==> config.mk <==
export PLATFORM = sky130hd
export DESIGN_NAME = oag_top
export DESIGN_NICKNAME = d
export VERILOG_FILES = /design/src/inc/oag_pkg.sv /design/src/inc/oag_calc_if.sv /design/src/hdl/oag_adder.sv /design/src/hdl/oag_top.sv
export VERILOG_INCLUDE_DIRS = /design/src /design/src/inc
export SDC_FILE = /design/constraint.sdc
export NUM_CORES = 1
export LEC_CHECK = 0
export ABC_AREA = 1
export BUFFER_PORTS_ARGS = -buffer_cell sky130_fd_sc_hd__buf_4
export CORE_MARGIN = 2
export CORE_UTILIZATION = 49
export CTS_BUF_LIST = sky130_fd_sc_hd__clkbuf_4 sky130_fd_sc_hd__clkbuf_8
export CTS_CLUSTER_DIAMETER = 40
export DETAILED_ROUTE_END_ITERATION = 10
export GPL_TIMING_DRIVEN = 0
export PLACE_DENSITY = 0.79
export SYNTH_ARGS = -nofsm -noshare
export SYNTH_HDL_FRONTEND = slang
export SYNTH_HIERARCHICAL = 1
export SYNTH_SLANG_ARGS = --single-unit
==> constraint.sdc <==
create_clock -name clk -period 4.7 [get_ports clk]
set_input_delay 0.705 -clock clk [delete_from_list [all_inputs] [get_ports clk]]
set_output_delay 0.705 -clock clk [all_outputs]
set_load 0.02 [all_outputs]
==> src/inc/oag_params.svh <==
// Constants for the operand address generator
// How it works
// - Compact base mode: displacement plus word register, register zero refused, data space.
// - Compact base and base-index modes accept only load and load-address.
// - Compact base-index: base register plus index register, no displacement, neither zero.
// - Compact relative mode adds displacement to low word of program counter only; call and decrement-jump-nonzero subtract it.
// - Relative modes use the address of the word after the displacement.
// - Compact relative mode accepts load, load-address, call, jump, decrement-jump-nonzero only.
// - Relative operands come from instruction memory space.
// - Relative-index mode is refused in compact representation.
// - Register mode returns register contents, sized byte to quadword by opcode.
// - Immediate operand comes from the instruction stream, instruction space.
// - Indirect register refuses register zero, for memory and for I/O.
// - Indirect operand sits at the register address, data or I/O by opcode.
// - Direct operand sits at instruction address, data or I/O by opcode.
// - Index mode adds instruction address and nonzero word or longword index.
// - Segmented and linear share operand location, differ only in arithmetic.
// - Word index values are sign-extended to 32 bits.
// - Short displacements sign-extend, except decrement-jump-nonzero which zero-extends.
// - Linear sums are 32-bit and wrap.
// - Segmented sums touch 16-bit or 24-bit offset only, segment kept from base.
`ifndef OAG_PARAMS_SVH
`define OAG_PARAMS_SVH
`define OAG_ADDR_W 32
`define OAG_WORD_W 16
`define OAG_LARGE_W 24
`define OAG_DATA_W 64
`define OAG_REG_W 4
`define OAG_REG_ZERO 4'h0
`endif

==> src/inc/oag_pkg.sv <==
// Shared types of the operand address generator
package oag_pkg;
  typedef enum logic [1:0] {
    REPR_COMPACT = 2'h0,
    REPR_SEGMENTED = 2'h1,
    REPR_LINEAR = 2'h2
  } oag_repr_t;
  typedef enum logic [3:0] {
    MODE_REGISTER = 4'h0,
    MODE_IMMEDIATE = 4'h1,
    MODE_INDIRECT = 4'h2,
    MODE_DIRECT = 4'h3,
    MODE_INDEX = 4'h4,
    MODE_BASE = 4'h5,
    MODE_BASE_INDEX = 4'h6,
    MODE_RELATIVE = 4'h7,
    MODE_RELATIVE_INDEX = 4'h8
  } oag_mode_t;
  typedef enum logic [2:0] {
    OP_OTHER = 3'h0,
    OP_LOAD = 3'h1,
    OP_LOAD_ADDR = 3'h2,
    OP_CALL = 3'h3,
    OP_JUMP = 3'h4,
    OP_DECREMENT_JUMP_NONZERO = 3'h5
  } oag_op_t;
  typedef enum logic [1:0] {
    SIZE_BYTE = 2'h0,
    SIZE_WORD = 2'h1,
    SIZE_LONG = 2'h2,
    SIZE_QUAD = 2'h3
  } oag_size_t;
  typedef enum logic [1:0] {
    SPACE_NONE = 2'h0,
    SPACE_DATA = 2'h1,
    SPACE_INSTR = 2'h2,
    SPACE_IO = 2'h3
  } oag_space_t;
  typedef enum logic [1:0] {
    KIND_REG = 2'h0,
    KIND_IMM = 2'h1,
    KIND_MEM = 2'h2
  } oag_kind_t;
endpackage : oag_pkg

==> src/inc/oag_calc_if.sv <==
// Operand bundle between decoder and address adder
`include "oag_params.svh"
interface oag_calc_if;
  logic [`OAG_ADDR_W-1:0] base;
  logic [`OAG_ADDR_W-1:0] index;
  logic [`OAG_ADDR_W-1:0] disp;
  logic sub;
  logic large_seg;
  oag_pkg::oag_repr_t repr;
  logic [`OAG_ADDR_W-1:0] ea;
  modport calc (input base, input index, input disp, input sub, input large_seg, input repr, output ea);
  modport user (output base, output index, output disp, output sub, output large_seg, output repr, input ea);
endinterface : oag_calc_if

==> src/hdl/oag_adder.sv <==
// Effective address adder with per-representation wrap
`include "oag_params.svh"
module oag_adder (
  oag_calc_if.calc c // Operands in, address out
);
  logic [`OAG_ADDR_W-1:0] sum;
  logic [`OAG_ADDR_W-1:0] ofs_cmp;
  logic [`OAG_ADDR_W-1:0] ofs_small;
  logic [`OAG_ADDR_W-1:0] ofs_large;

  // Subtracting form serves call-relative and decrement-jump-nonzero
  assign sum = c.sub ? (c.base + c.index - c.disp) : (c.base + c.index + c.disp);
  assign ofs_cmp = {{(`OAG_ADDR_W-`OAG_WORD_W){1'b0}}, sum[`OAG_WORD_W-1:0]};
  // Segment number bits always come from the base, carries die at the offset top
  assign ofs_small = {c.base[`OAG_ADDR_W-1:`OAG_WORD_W], sum[`OAG_WORD_W-1:0]};
  assign ofs_large = {c.base[`OAG_ADDR_W-1:`OAG_LARGE_W], sum[`OAG_LARGE_W-1:0]};

  assign c.ea = (c.repr == oag_pkg::REPR_COMPACT) ? ofs_cmp :
                (c.repr == oag_pkg::REPR_SEGMENTED) ? (c.large_seg ? ofs_large : ofs_small) :
                sum;
endmodule : oag_adder

==> src/hdl/oag_top.sv <==
// Operand locator and effective address generator
`include "oag_params.svh"
module oag_top (
  input logic clk, // Core clock
  input logic reset_n, // Synchronous reset
  input logic clk_en, // Freezes all state when low except during reset
  input logic req_valid, // Decoded operand present
  input oag_pkg::oag_repr_t req_repr, // Address representation
  input oag_pkg::oag_mode_t req_mode, // Addressing mode
  input oag_pkg::oag_op_t req_op, // Instruction class
  input oag_pkg::oag_size_t req_size, // Register operand size
  input logic req_io, // Opcode asks for I/O space
  input logic req_idx_long, // Index is a longword register
  input logic req_large_seg, // Segmented base is a large segment
  input logic req_disp_short, // Displacement encoded in 16 bits
  input logic [`OAG_REG_W-1:0] req_base_reg, // Base register number
  input logic [`OAG_REG_W-1:0] req_idx_reg, // Index register number
  input logic [`OAG_ADDR_W-1:0] req_base_val, // Base register contents
  input logic [`OAG_ADDR_W-1:0] req_idx_val, // Index register contents
  input logic [`OAG_ADDR_W-1:0] req_disp, // Displacement or instruction address
  input logic [`OAG_ADDR_W-1:0] req_pc_next, // Address after the displacement
  input logic [`OAG_ADDR_W-1:0] req_imm, // Immediate from instruction
  input logic [`OAG_DATA_W-1:0] req_reg_val, // Register operand contents
  output logic rsp_valid, // Result present
  output oag_pkg::oag_kind_t rsp_kind, // Register, immediate or memory
  output oag_pkg::oag_space_t rsp_space, // Address space to use
  output logic [`OAG_ADDR_W-1:0] rsp_addr, // Effective address
  output logic [`OAG_DATA_W-1:0] rsp_data, // Register or immediate value
  output logic rsp_illegal // Mode refused
);

  function automatic logic reg_zero(input logic [`OAG_REG_W-1:0] r);
    reg_zero = (r == `OAG_REG_ZERO);
  endfunction : reg_zero

  oag_calc_if calc ();

  oag_adder u_adder (
    .c(calc.calc)
  );

  logic rsp_valid_ff;
  oag_pkg::oag_kind_t rsp_kind_ff;
  oag_pkg::oag_space_t rsp_space_ff;
  logic [`OAG_ADDR_W-1:0] rsp_addr_ff;
  logic [`OAG_DATA_W-1:0] rsp_data_ff;
  logic rsp_illegal_ff;

  wire is_cmp = (req_repr == oag_pkg::REPR_COMPACT);
  wire bad_repr = (req_repr != oag_pkg::REPR_COMPACT) && (req_repr != oag_pkg::REPR_SEGMENTED) &&
                  (req_repr != oag_pkg::REPR_LINEAR);
  wire m_reg = (req_mode == oag_pkg::MODE_REGISTER);
  wire m_imm = (req_mode == oag_pkg::MODE_IMMEDIATE);
  wire m_ind = (req_mode == oag_pkg::MODE_INDIRECT);
  wire m_da = (req_mode == oag_pkg::MODE_DIRECT);
  wire m_idx = (req_mode == oag_pkg::MODE_INDEX);
  wire m_base = (req_mode == oag_pkg::MODE_BASE);
  wire m_bx = (req_mode == oag_pkg::MODE_BASE_INDEX);
  wire m_rel = (req_mode == oag_pkg::MODE_RELATIVE);
  wire m_relx = (req_mode == oag_pkg::MODE_RELATIVE_INDEX);
  wire m_known = m_reg | m_imm | m_ind | m_da | m_idx | m_base | m_bx | m_rel | m_relx;

  wire op_ld = (req_op == oag_pkg::OP_LOAD) || (req_op == oag_pkg::OP_LOAD_ADDR);
  wire op_decrement_jump_nonzero = (req_op == oag_pkg::OP_DECREMENT_JUMP_NONZERO);
  wire op_rel = op_ld || op_decrement_jump_nonzero || (req_op == oag_pkg::OP_CALL) || (req_op == oag_pkg::OP_JUMP);
  wire base_zero = reg_zero(req_base_reg);
  wire idx_zero = reg_zero(req_idx_reg);

  // Short displacement widening
  wire [`OAG_ADDR_W-1:0] disp_ext = !req_disp_short ? req_disp :
    op_decrement_jump_nonzero ? {{(`OAG_ADDR_W-`OAG_WORD_W){1'b0}}, req_disp[`OAG_WORD_W-1:0]} :
    {{(`OAG_ADDR_W-`OAG_WORD_W){req_disp[`OAG_WORD_W-1]}}, req_disp[`OAG_WORD_W-1:0]};

  wire [`OAG_ADDR_W-1:0] idx_ext = req_idx_long ? req_idx_val :
    {{(`OAG_ADDR_W-`OAG_WORD_W){req_idx_val[`OAG_WORD_W-1]}}, req_idx_val[`OAG_WORD_W-1:0]};

  // Base operand of the sum per mode
  wire [`OAG_ADDR_W-1:0] sel_base = (m_rel | m_relx) ? req_pc_next :
                                    (m_da | m_idx) ? disp_ext :
                                    req_base_val;
  wire use_idx = m_idx | m_bx | m_relx;
  // Compact base-index carries no displacement
  wire use_disp = m_base | m_rel | m_relx | (m_bx & !is_cmp);

  assign calc.base = sel_base;
  assign calc.index = use_idx ? idx_ext : '0;
  assign calc.disp = use_disp ? disp_ext : '0;
  assign calc.sub = m_rel & ((req_op == oag_pkg::OP_CALL) | op_decrement_jump_nonzero);
  assign calc.large_seg = req_large_seg;
  assign calc.repr = req_repr;

  // Refusal conditions
  wire ill_ind = m_ind & base_zero;
  wire ill_idx = m_idx & idx_zero;
  wire ill_base = m_base & (base_zero | (is_cmp & !op_ld));
  wire ill_bx = m_bx & (base_zero | idx_zero | (is_cmp & !op_ld));
  wire ill_rel = m_rel & is_cmp & !op_rel;
  wire ill_relx = m_relx & (is_cmp | idx_zero);
  wire illegal = bad_repr | !m_known | ill_ind | ill_idx | ill_base | ill_bx | ill_rel | ill_relx;

  wire io_space = (m_ind | m_da) & req_io;
  // I/O addresses are one word wide
  wire [`OAG_ADDR_W-1:0] io_addr = {{(`OAG_ADDR_W-`OAG_WORD_W){1'b0}}, calc.ea[`OAG_WORD_W-1:0]};

  wire oag_pkg::oag_space_t nxt_space = illegal ? oag_pkg::SPACE_NONE :
                                        m_reg ? oag_pkg::SPACE_NONE :
                                        (m_imm | m_rel | m_relx) ? oag_pkg::SPACE_INSTR :
                                        io_space ? oag_pkg::SPACE_IO :
                                        oag_pkg::SPACE_DATA;

  wire oag_pkg::oag_kind_t nxt_kind = m_reg ? oag_pkg::KIND_REG :
                                      m_imm ? oag_pkg::KIND_IMM : oag_pkg::KIND_MEM;

  wire [`OAG_ADDR_W-1:0] nxt_addr = (illegal | m_reg | m_imm) ? '0 : io_space ? io_addr : calc.ea;

  // Register size trims the value
  wire [`OAG_DATA_W-1:0] reg_sized =
    (req_size == oag_pkg::SIZE_BYTE) ? {{(`OAG_DATA_W-8){1'b0}}, req_reg_val[7:0]} :
    (req_size == oag_pkg::SIZE_WORD) ? {{(`OAG_DATA_W-16){1'b0}}, req_reg_val[15:0]} :
    (req_size == oag_pkg::SIZE_LONG) ? {{(`OAG_DATA_W-32){1'b0}}, req_reg_val[31:0]} :
    req_reg_val;

  wire [`OAG_DATA_W-1:0] nxt_data = illegal ? '0 : m_reg ? reg_sized :
    m_imm ? {{(`OAG_DATA_W-`OAG_ADDR_W){1'b0}}, req_imm} : '0;

  always_ff @(posedge clk) begin
    if (!reset_n) begin
      rsp_valid_ff <= 1'b0;
      rsp_kind_ff <= oag_pkg::KIND_REG;
      rsp_space_ff <= oag_pkg::SPACE_NONE;
      rsp_addr_ff <= '0;
      rsp_data_ff <= '0;
      rsp_illegal_ff <= 1'b0;
    end else if (clk_en) begin
      rsp_valid_ff <= req_valid;
      if (req_valid) begin
        rsp_kind_ff <= nxt_kind;
        rsp_space_ff <= nxt_space;
        rsp_addr_ff <= nxt_addr;
        rsp_data_ff <= nxt_data;
        rsp_illegal_ff <= illegal;
      end
    end
  end

  assign rsp_valid = rsp_valid_ff;
  assign rsp_kind = rsp_kind_ff;
  assign rsp_space = rsp_space_ff;
  assign rsp_addr = rsp_addr_ff;
  assign rsp_data = rsp_data_ff;
  assign rsp_illegal = rsp_illegal_ff;

  // Checks on the registered answer
  wire acc = clk_en & req_valid;
endmodule : oag_top

* Word level (Yosys, flattened, before mapping) *
Cells that the tools add are included.

word-level totals
  register bits after elaboration = 102
  input bits = 251
  output and inout bits = 102
  word-level logic and storage cells = 112

cells by class
  add/subtract/negate cells = 3
  eq/ne operators = 18
  multiplexer cells = 25
  bitwise logic cells = 43
  reductions and logical operators = 17

operators with widths
  kind                                                  count
  two-way mux 32 bit                                    13
  two-way mux 64 bit                                    5
  adder 32 bit                                          2
  OR 1 bit                                              32
  subtractor 32 bit                                     1
  two-way mux 24 bit                                    1
  equality test 4 x 3 -> 1 bit (second input constant)  4
  zero test 4 bit                                       3
  two-way mux 2 bit                                     6
  bitwise AND 1 bit                                     11
  equality test 4 x 2 -> 1 bit (second input constant)  2
  equality test 3 x 2 -> 1 bit (second input constant)  2
  equality test 3 bit (second input constant)           2
  equality test 2 x 1 -> 1 bit (second input constant)  2
  equality test 4 x 1 -> 1 bit (second input constant)  1
  equality test 4 bit (second input constant)           1
  zero test 1 bit                                       4
  zero test 2 bit                                       2
  logical OR 1 bit                                      4
  equality test 3 x 1 -> 1 bit (second input constant)  1
  equality test 2 bit (second input constant)           1
  logical AND 1 bit                                     2
  != test 2 x 1 -> 1 bit (second input constant)        1
  != test 2 bit (second input constant)                 1
  2 further kinds                                       2

* Logic depth before layout (Yosys ltp) *
  word-level depth = 20
  depth in mapped cells = 36
  depth with buffers taken out = 35

* Cells and area by module *
The synthesis kept the hierarchy.

by module, submodules not included
  module     times used  cells an instance  area each (µm²)  seq. area each (µm²)
  oag_top    1           1035               6198.4           2042.0
  oag_adder  1           862                4755.8           0.0

* Least setup slack after synthesis *
OpenSTA, ideal clock, no wires.

  path type = input-to-reg
  from = input req_mode[3]
  to = register rsp_addr_ff[31], in the netlist rsp_addr[31]
  setup time = 0.070 ns
  arrival = 4.692 ns
  required time = 4.630 ns
  path slack = -0.062 ns
  stages = 30
  path buffers = 1
  path through = inv_1 nand2_1 nor2_2 nor2_1 clkbuf_1 a31oi_1 ha_1 fa_1 nand3_1 nand2_1 a31oi_2 o21ai_2 nand2_1 nand2_2 a21oi_1 xor2_1 ha_1 a21oi_1 o21ai_0 a21oi_1 o21ai_0 a21oi_1 inv_1 nand2_1 nand3_1 nand2_1 inv_1 nor2_1 nand4_1 a21oi_1

between the ends
  elaborated cells between the ends (all ways) = 57
  classes of those cells = add/sub (3); eq/ne (8); mux (9); bitwise (35); reduce/logical (2)

RTL lines
  item                                                                          RTL line                      source
  start: declaration                                                            oag_top.sv:9                  input oag_pkg::oag_mode_t req_mode,
  equality test 4 x 2 -> 1 bit or equality test 4 x 3 -> 1 bit (tied branches)  oag_top.sv:55, oag_top.sv:56
  OR 1 bit                                                                      oag_top.sv:79                 (m_da | m_idx) ? disp_ext :
  two-way mux 32 bit                                                            oag_top.sv:79
  two-way mux 32 bit *                                                          oag_top.sv:78                 wire [`OAG_ADDR_W-1:0] sel_base = (m_rel | m_relx) ? req_pc_next :
  via calc.base[0]                                                              oag_calc_if.sv:4              logic [`OAG_ADDR_W-1:0] base;
  adder 32 bit *                                                                oag_adder.sv:12               assign sum = c.sub ? (c.base + c.index - c.disp) : (c.base + c.index + c.disp);
  adder 32 bit or subtractor 32 bit (tied branches)                             oag_adder.sv:12
  two-way mux 32 bit *                                                          oag_adder.sv:12
  two-way mux 32 bit *                                                          oag_adder.sv:19               (c.repr == oag_pkg::REPR_SEGMENTED) ? (c.large_seg ? ofs_large : ofs_small) :
  two-way mux 32 bit *                                                          oag_adder.sv:18               assign c.ea = (c.repr == oag_pkg::REPR_COMPACT) ? ofs_cmp :
  via calc.ea[31]                                                               oag_calc_if.sv:10             logic [`OAG_ADDR_W-1:0] ea;
  two-way mux 32 bit * (2 in series)                                            oag_top.sv:114                wire [`OAG_ADDR_W-1:0] nxt_addr = (illegal | m_reg | m_imm) ? '0 : io_space ? io_addr : calc.ea;
  end signal: assignment                                                        oag_top.sv:139                rsp_addr_ff <= nxt_addr;
  end: declaration                                                              oag_top.sv:45                 logic [`OAG_ADDR_W-1:0] rsp_addr_ff;

The timed path passes the listed nets; every way through them passes the cells marked *.
A chain may end at the register's enable or synchronous reset.

* Worst setup path after layout *
  from = input req_mode[1]
  to = register rsp_addr_ff[26], in the netlist rsp_addr[26]

between the ends
  elaborated cells between the ends (all ways) = 57
  classes of those cells = add/sub (3); eq/ne (8); mux (9); bitwise (35); reduce/logical (2)

RTL lines
  item                                                    RTL line                      source
  equality test 4 x 3 -> 1 bit, on equally long branches  oag_top.sv:56, oag_top.sv:58
  OR 1 bit                                                oag_top.sv:81                 wire use_idx = m_idx | m_bx | m_relx;
  OR 1 bit *                                              oag_top.sv:81
  two-way mux 32 bit *                                    oag_top.sv:86                 assign calc.index = use_idx ? idx_ext : '0;
  via calc.index[13]                                      oag_calc_if.sv:5              logic [`OAG_ADDR_W-1:0] index;
  adder 32 bit *                                          oag_adder.sv:12
  adder 32 bit or subtractor 32 bit (tied branches)       oag_adder.sv:12
  two-way mux 32 bit *                                    oag_adder.sv:12
  two-way mux 32 bit *                                    oag_adder.sv:19
  two-way mux 32 bit *                                    oag_adder.sv:18
  via calc.ea[26]                                         oag_calc_if.sv:10
  two-way mux 32 bit * (2 in series)                      oag_top.sv:114

Marked as above.

==> impl_metrics.csv <==
group,metric,value,unit
status,outcome,"finished with violations",
status,violations,"setup timing",
global_route,grt_pass1_vias,13900,
place,gp_congestion,1.01,
detailed_routing,route.detailed.drc,0,
final_layout,final_cells,2647,
critical_path,crit_top_cell,"inv_1",
power_and_ir_drop,leakagePower,7.75,nW
detailed_routing,wire_per_inst,19.0,um
logic_synthesis,synth_flop_cell,"dfxtp_1",
critical_path,crit_type,"in -> reg",
critical_path,cp.arrival,5.25,ns
final_layout,nNetsFinal,2679,
cts,cts-root-buf,"clkbuf_8",
hold_path,min-delay-start,"rsp_data[62]$_SDFFE_PN0P_",
critical_path,r2r-end,"rsp_addr[15]$_SDFFE_PN0P_",
critical_path,start_kind,"input pin",
timing,rsz0062_at_grt,"yes",
timing,finalHoldViolCount,0,
timing,setup_viol,11,
critical_path,reg2reg_slack,3.95,ns
cts,h-tree-depth,3,
logic_synthesis,async_reset_ff_share,0,%
final_layout,drive_gt1_share,33.8,%
critical_path,critPathLaunch,"req_mode[1]",
logic_synthesis,synthCells,1897,
timing,max_slew_margin,53.0,%
place,dp_hpwl,38.2,mm
timing,worstMarginPinSlew,0.704,ns
logic_synthesis,netlist_top_cells_area,"dfxtp_1 (19%), nand2_1 (17%), a21oi_1 (9.6%)",
timing,clock.fmax,0.202,GHz
final_layout,area_growth,49.4,%
logic_synthesis,ys_seq_area_share,18.6,%
critical_path,critPathMaxStageDelay,0.36,ns
place,io_buffer_count,351,
timing,slew_violations,0,
place,place_inst,2528,
timing,skew,0,ns
critical_path,crit_required,5.01,ns
logic_synthesis,ys_ff_latch,102,
cts,worstSkewPairLatency,0.37,ns
run,maxCapViolCount,0,
global_route,grt_pass1_wl,71.3,mm
detailed_routing,vias_per_cell,5.76,
power_and_ir_drop,power_density,259,mW/mm^2
critical_path,rr_worst_depth,2,
critical_path,reg2reg_from,"rsp_addr[15]$_SDFFE_PN0P_",
final_layout,finalInstanceArea,0.0164,mm^2
die,fp.dieW,154,um
hold_path,holdPathEnd,"rsp_data[62]$_SDFFE_PN0P_",
logic_synthesis,yosysWarningCount,6,
critical_path,critical-path-slowest-cell,"o211ai_1",
logic_synthesis,synth_edf_count,0,
die,initial_core_util,50.0,%
cts,cts_buffers,9,
final_layout,nFillCells,1783,
cts,cts_tree,"done",
logic_synthesis,synth_area,0.0110,mm^2
die,rows,54,
timing,period_needed,4.95,ns
critical_path,critPathCaptureType,"flip-flop",
hold_path,holdPathStages,2,
logic_synthesis,ys_types,47,
detailed_routing,firstDrtPassIters,9,
logic_synthesis,syn_area_per_cell,5.77,um^2
power_and_ir_drop,irDropWorstVdd,0.173,mV
global_route,antenna_found_initial,0,
cts,clkSlewWorstSetupHoldPaths,0.09,ns
detailed_routing,drt-total-wl,50.3,mm
logic_synthesis,synth_nets,2213,
timing,post-route-period-util,105,%
global_route,grt_max_degree,18,
die,io-pin-count,353,
critical_path,path_max_fanout,10,
detailed_routing,ant_nets,0,
detailed_routing,drtIter0Drc,1328,
die,dieHeight,154,um
place,place_area,0.0140,mm^2
hold_path,hp-class,"reg -> reg",
cts,cts_buffer_depth,2,
die,dieArea,0.0236,mm^2
final_layout,n_antenna_cell,0,
global_route,grt_usage,37.6,%
detailed_routing,vias,15200,
cts,cts.sinks,102,
timing,finalWorstSetupSlack,-0.246,ns
logic_synthesis,yosysTopAreaCellShare,18.6,%
logic_synthesis,synth_area_leader_cell,"dfxtp_1",
die,coreArea,0.0219,mm^2
global_route,grt_overflow,0,
==> through the flow <==
stage                TNS, ns  power [W]  setup slack (ns)  util [%]  hold WS [ns]
floorplan                  0    0.00231            0.0185         -         0.536
global placement      -22.66    0.00292             -1.63      63.7         0.452
detailed placement    -25.57    0.00294             -1.72      63.7         0.457
CTS                 -0.00854    0.00380          -0.00854      69.8         0.472
global route           -4.29    0.00447            -0.448      74.8         0.488
finish                 -1.08    0.00423            -0.246      74.8         0.468
==> critical path: cells and delay by family <==
| kind | cells | cell delay (ns) |
|---|---|---|
| simple gates | 12 | 1.22 |
| xor+xnor | 1 | 0.19 |
| buf+inv | 9 | 1.06 |
| fa+ha+maj | 2 | 0.67 |
| compound gates | 6 | 1.39 |
==> Yosys cell counts, types with 2 or more instances <==
master / count
nand2_1: 507
nor2_1: 249
a21oi_1: 211
inv_1: 186
nand3_1: 133
dfxtp_1: 102
nand4_1: 77
o21ai_0: 66
ha_1: 63
clkbuf_1: 53
xor2_1: 52
buf_2: 28
a31oi_1: 23
o211ai_1: 22
xnor2_1: 22
nor2_2: 11
buf_1: 9
o21bai_1: 9
nor3_1: 7
a21o_1: 6
nand2_2: 6
o21ai_2: 6
inv_2: 5
nor4_1: 5
o21ai_1: 5
buf_4: 4
nor3_2: 4
or2_2: 3
a21oi_2: 2
fa_1: 2
nor2_4: 2
o21a_1: 2
==> logic make-up (layout without fill, tap and decap cells) <==
logic type | count (synthesis) | in the layout | synth area share (%)
compound gates | 360 | 360 | 18.3
buf+inv | 287 | 757 | 10.4
fa+ha+maj | 65 | 65 | 7.56
xor+xnor | 74 | 74 | 5.92
simple gates | 1009 | 1009 | 39.2
flops | 102 | 102 | 18.6
==> final cells by class <==
class / instances / area, um^2 / share of cell area [%]
Multi-Input combinational cell: 1508 / 9000 / 55.0
Timing Repair Buffer: 455 / 3480 / 21.2
Sequential cell: 102 / 2040 / 12.5
Inverter: 192 / 733 / 4.48
Buffer: 95 / 548 / 3.35
Tap cell: 280 / 350 / 2.14
Clock buffer: 9 / 124 / 0.757
Clock inverter: 6 / 92.6 / 0.566
==> sequential cells by signal, indices dropped and copies added, names as in the netlist <==
| register | count |
|---|---|
| rsp_valid | 1 |
| rsp_illegal | 1 |
| rsp_space | 2 |
| rsp_addr | 32 |
| rsp_kind | 2 |
| rsp_data | 64 |
==> how the worst max path moves through the flow <==
stage	slack, ns	endpoint
after floorplan	0.02	rsp_addr[31]$_SDFFE_PN0P_
after global routing	-0.45	rsp_addr[31]$_SDFFE_PN0P_
after CTS	-0.009	rsp_addr[31]$_SDFFE_PN0P_
final	-0.25	rsp_addr[26]$_SDFFE_PN0P_
after detailed placement	-1.72	rsp_addr[31]$_SDFFE_PN0P_
after global placement	-1.63	rsp_addr[31]$_SDFFE_PN0P_
==> repair_timing <==
action / CTS / global route
gates cloned: 2 / 2
pin swaps: 75 / 126
endpoints found under the setup margin: 22 / 17
hold buffers: 0 / 0
resized for setup: 168 / 215
setup buffers: 56 / 44
==> metal layers <==
layer | up-vias | wire length (um) | global-route usage (%)
met5 | - | 0 | 0
met4 | 0 | 3330 | 17.5
met3 | 231 | 3920 | 4.90
met2 | 886 | 24400 | 68.3
met1 | 6939 | 18700 | 43.7
li1 | 7182 | - | -
==> cell usage in the layout (no fill, tap or decap), types with 5 or more instances in the layout <==
cell      count
clkbuf_1     36
clkbuf_4      7
o21bai_1      5
o21ai_1      24
nor3_2        5
a21oi_2      34
buf_6         8
ha_2         11
nand4_1      77
a21oi_4       8
o21ai_0      39
a31oi_2       5
buf_2        25
nor2_2       46
nand2_2      52
nor2_4       18
o21ai_2      11
clkbuf_2      8
nand2_4       8
nor2_1      198
buf_4       451
xor2_1       48
o211ai_1     22
a21oi_1     172
xnor2_1      21
buf_1         6
dfxtp_1     102
a31oi_1      15
clkbuf_8      9
inv_1       174
nand3_1     128
ha_4         19
inv_2        15
ha_1         33
a21o_1        6
nand2_1     452
==> power breakdown <==
part / switching, W / leakage, nW / total [W] / internal [W]
Sequential: 0.0000128 / 0.823 / 0.000897 / 0.000884
Combinational: 0.00162 / 6.83 / 0.00271 / 0.00109
Clock: 0.000323 / 0.102 / 0.000624 / 0.000301
Power figures use the tool's default switching activity.
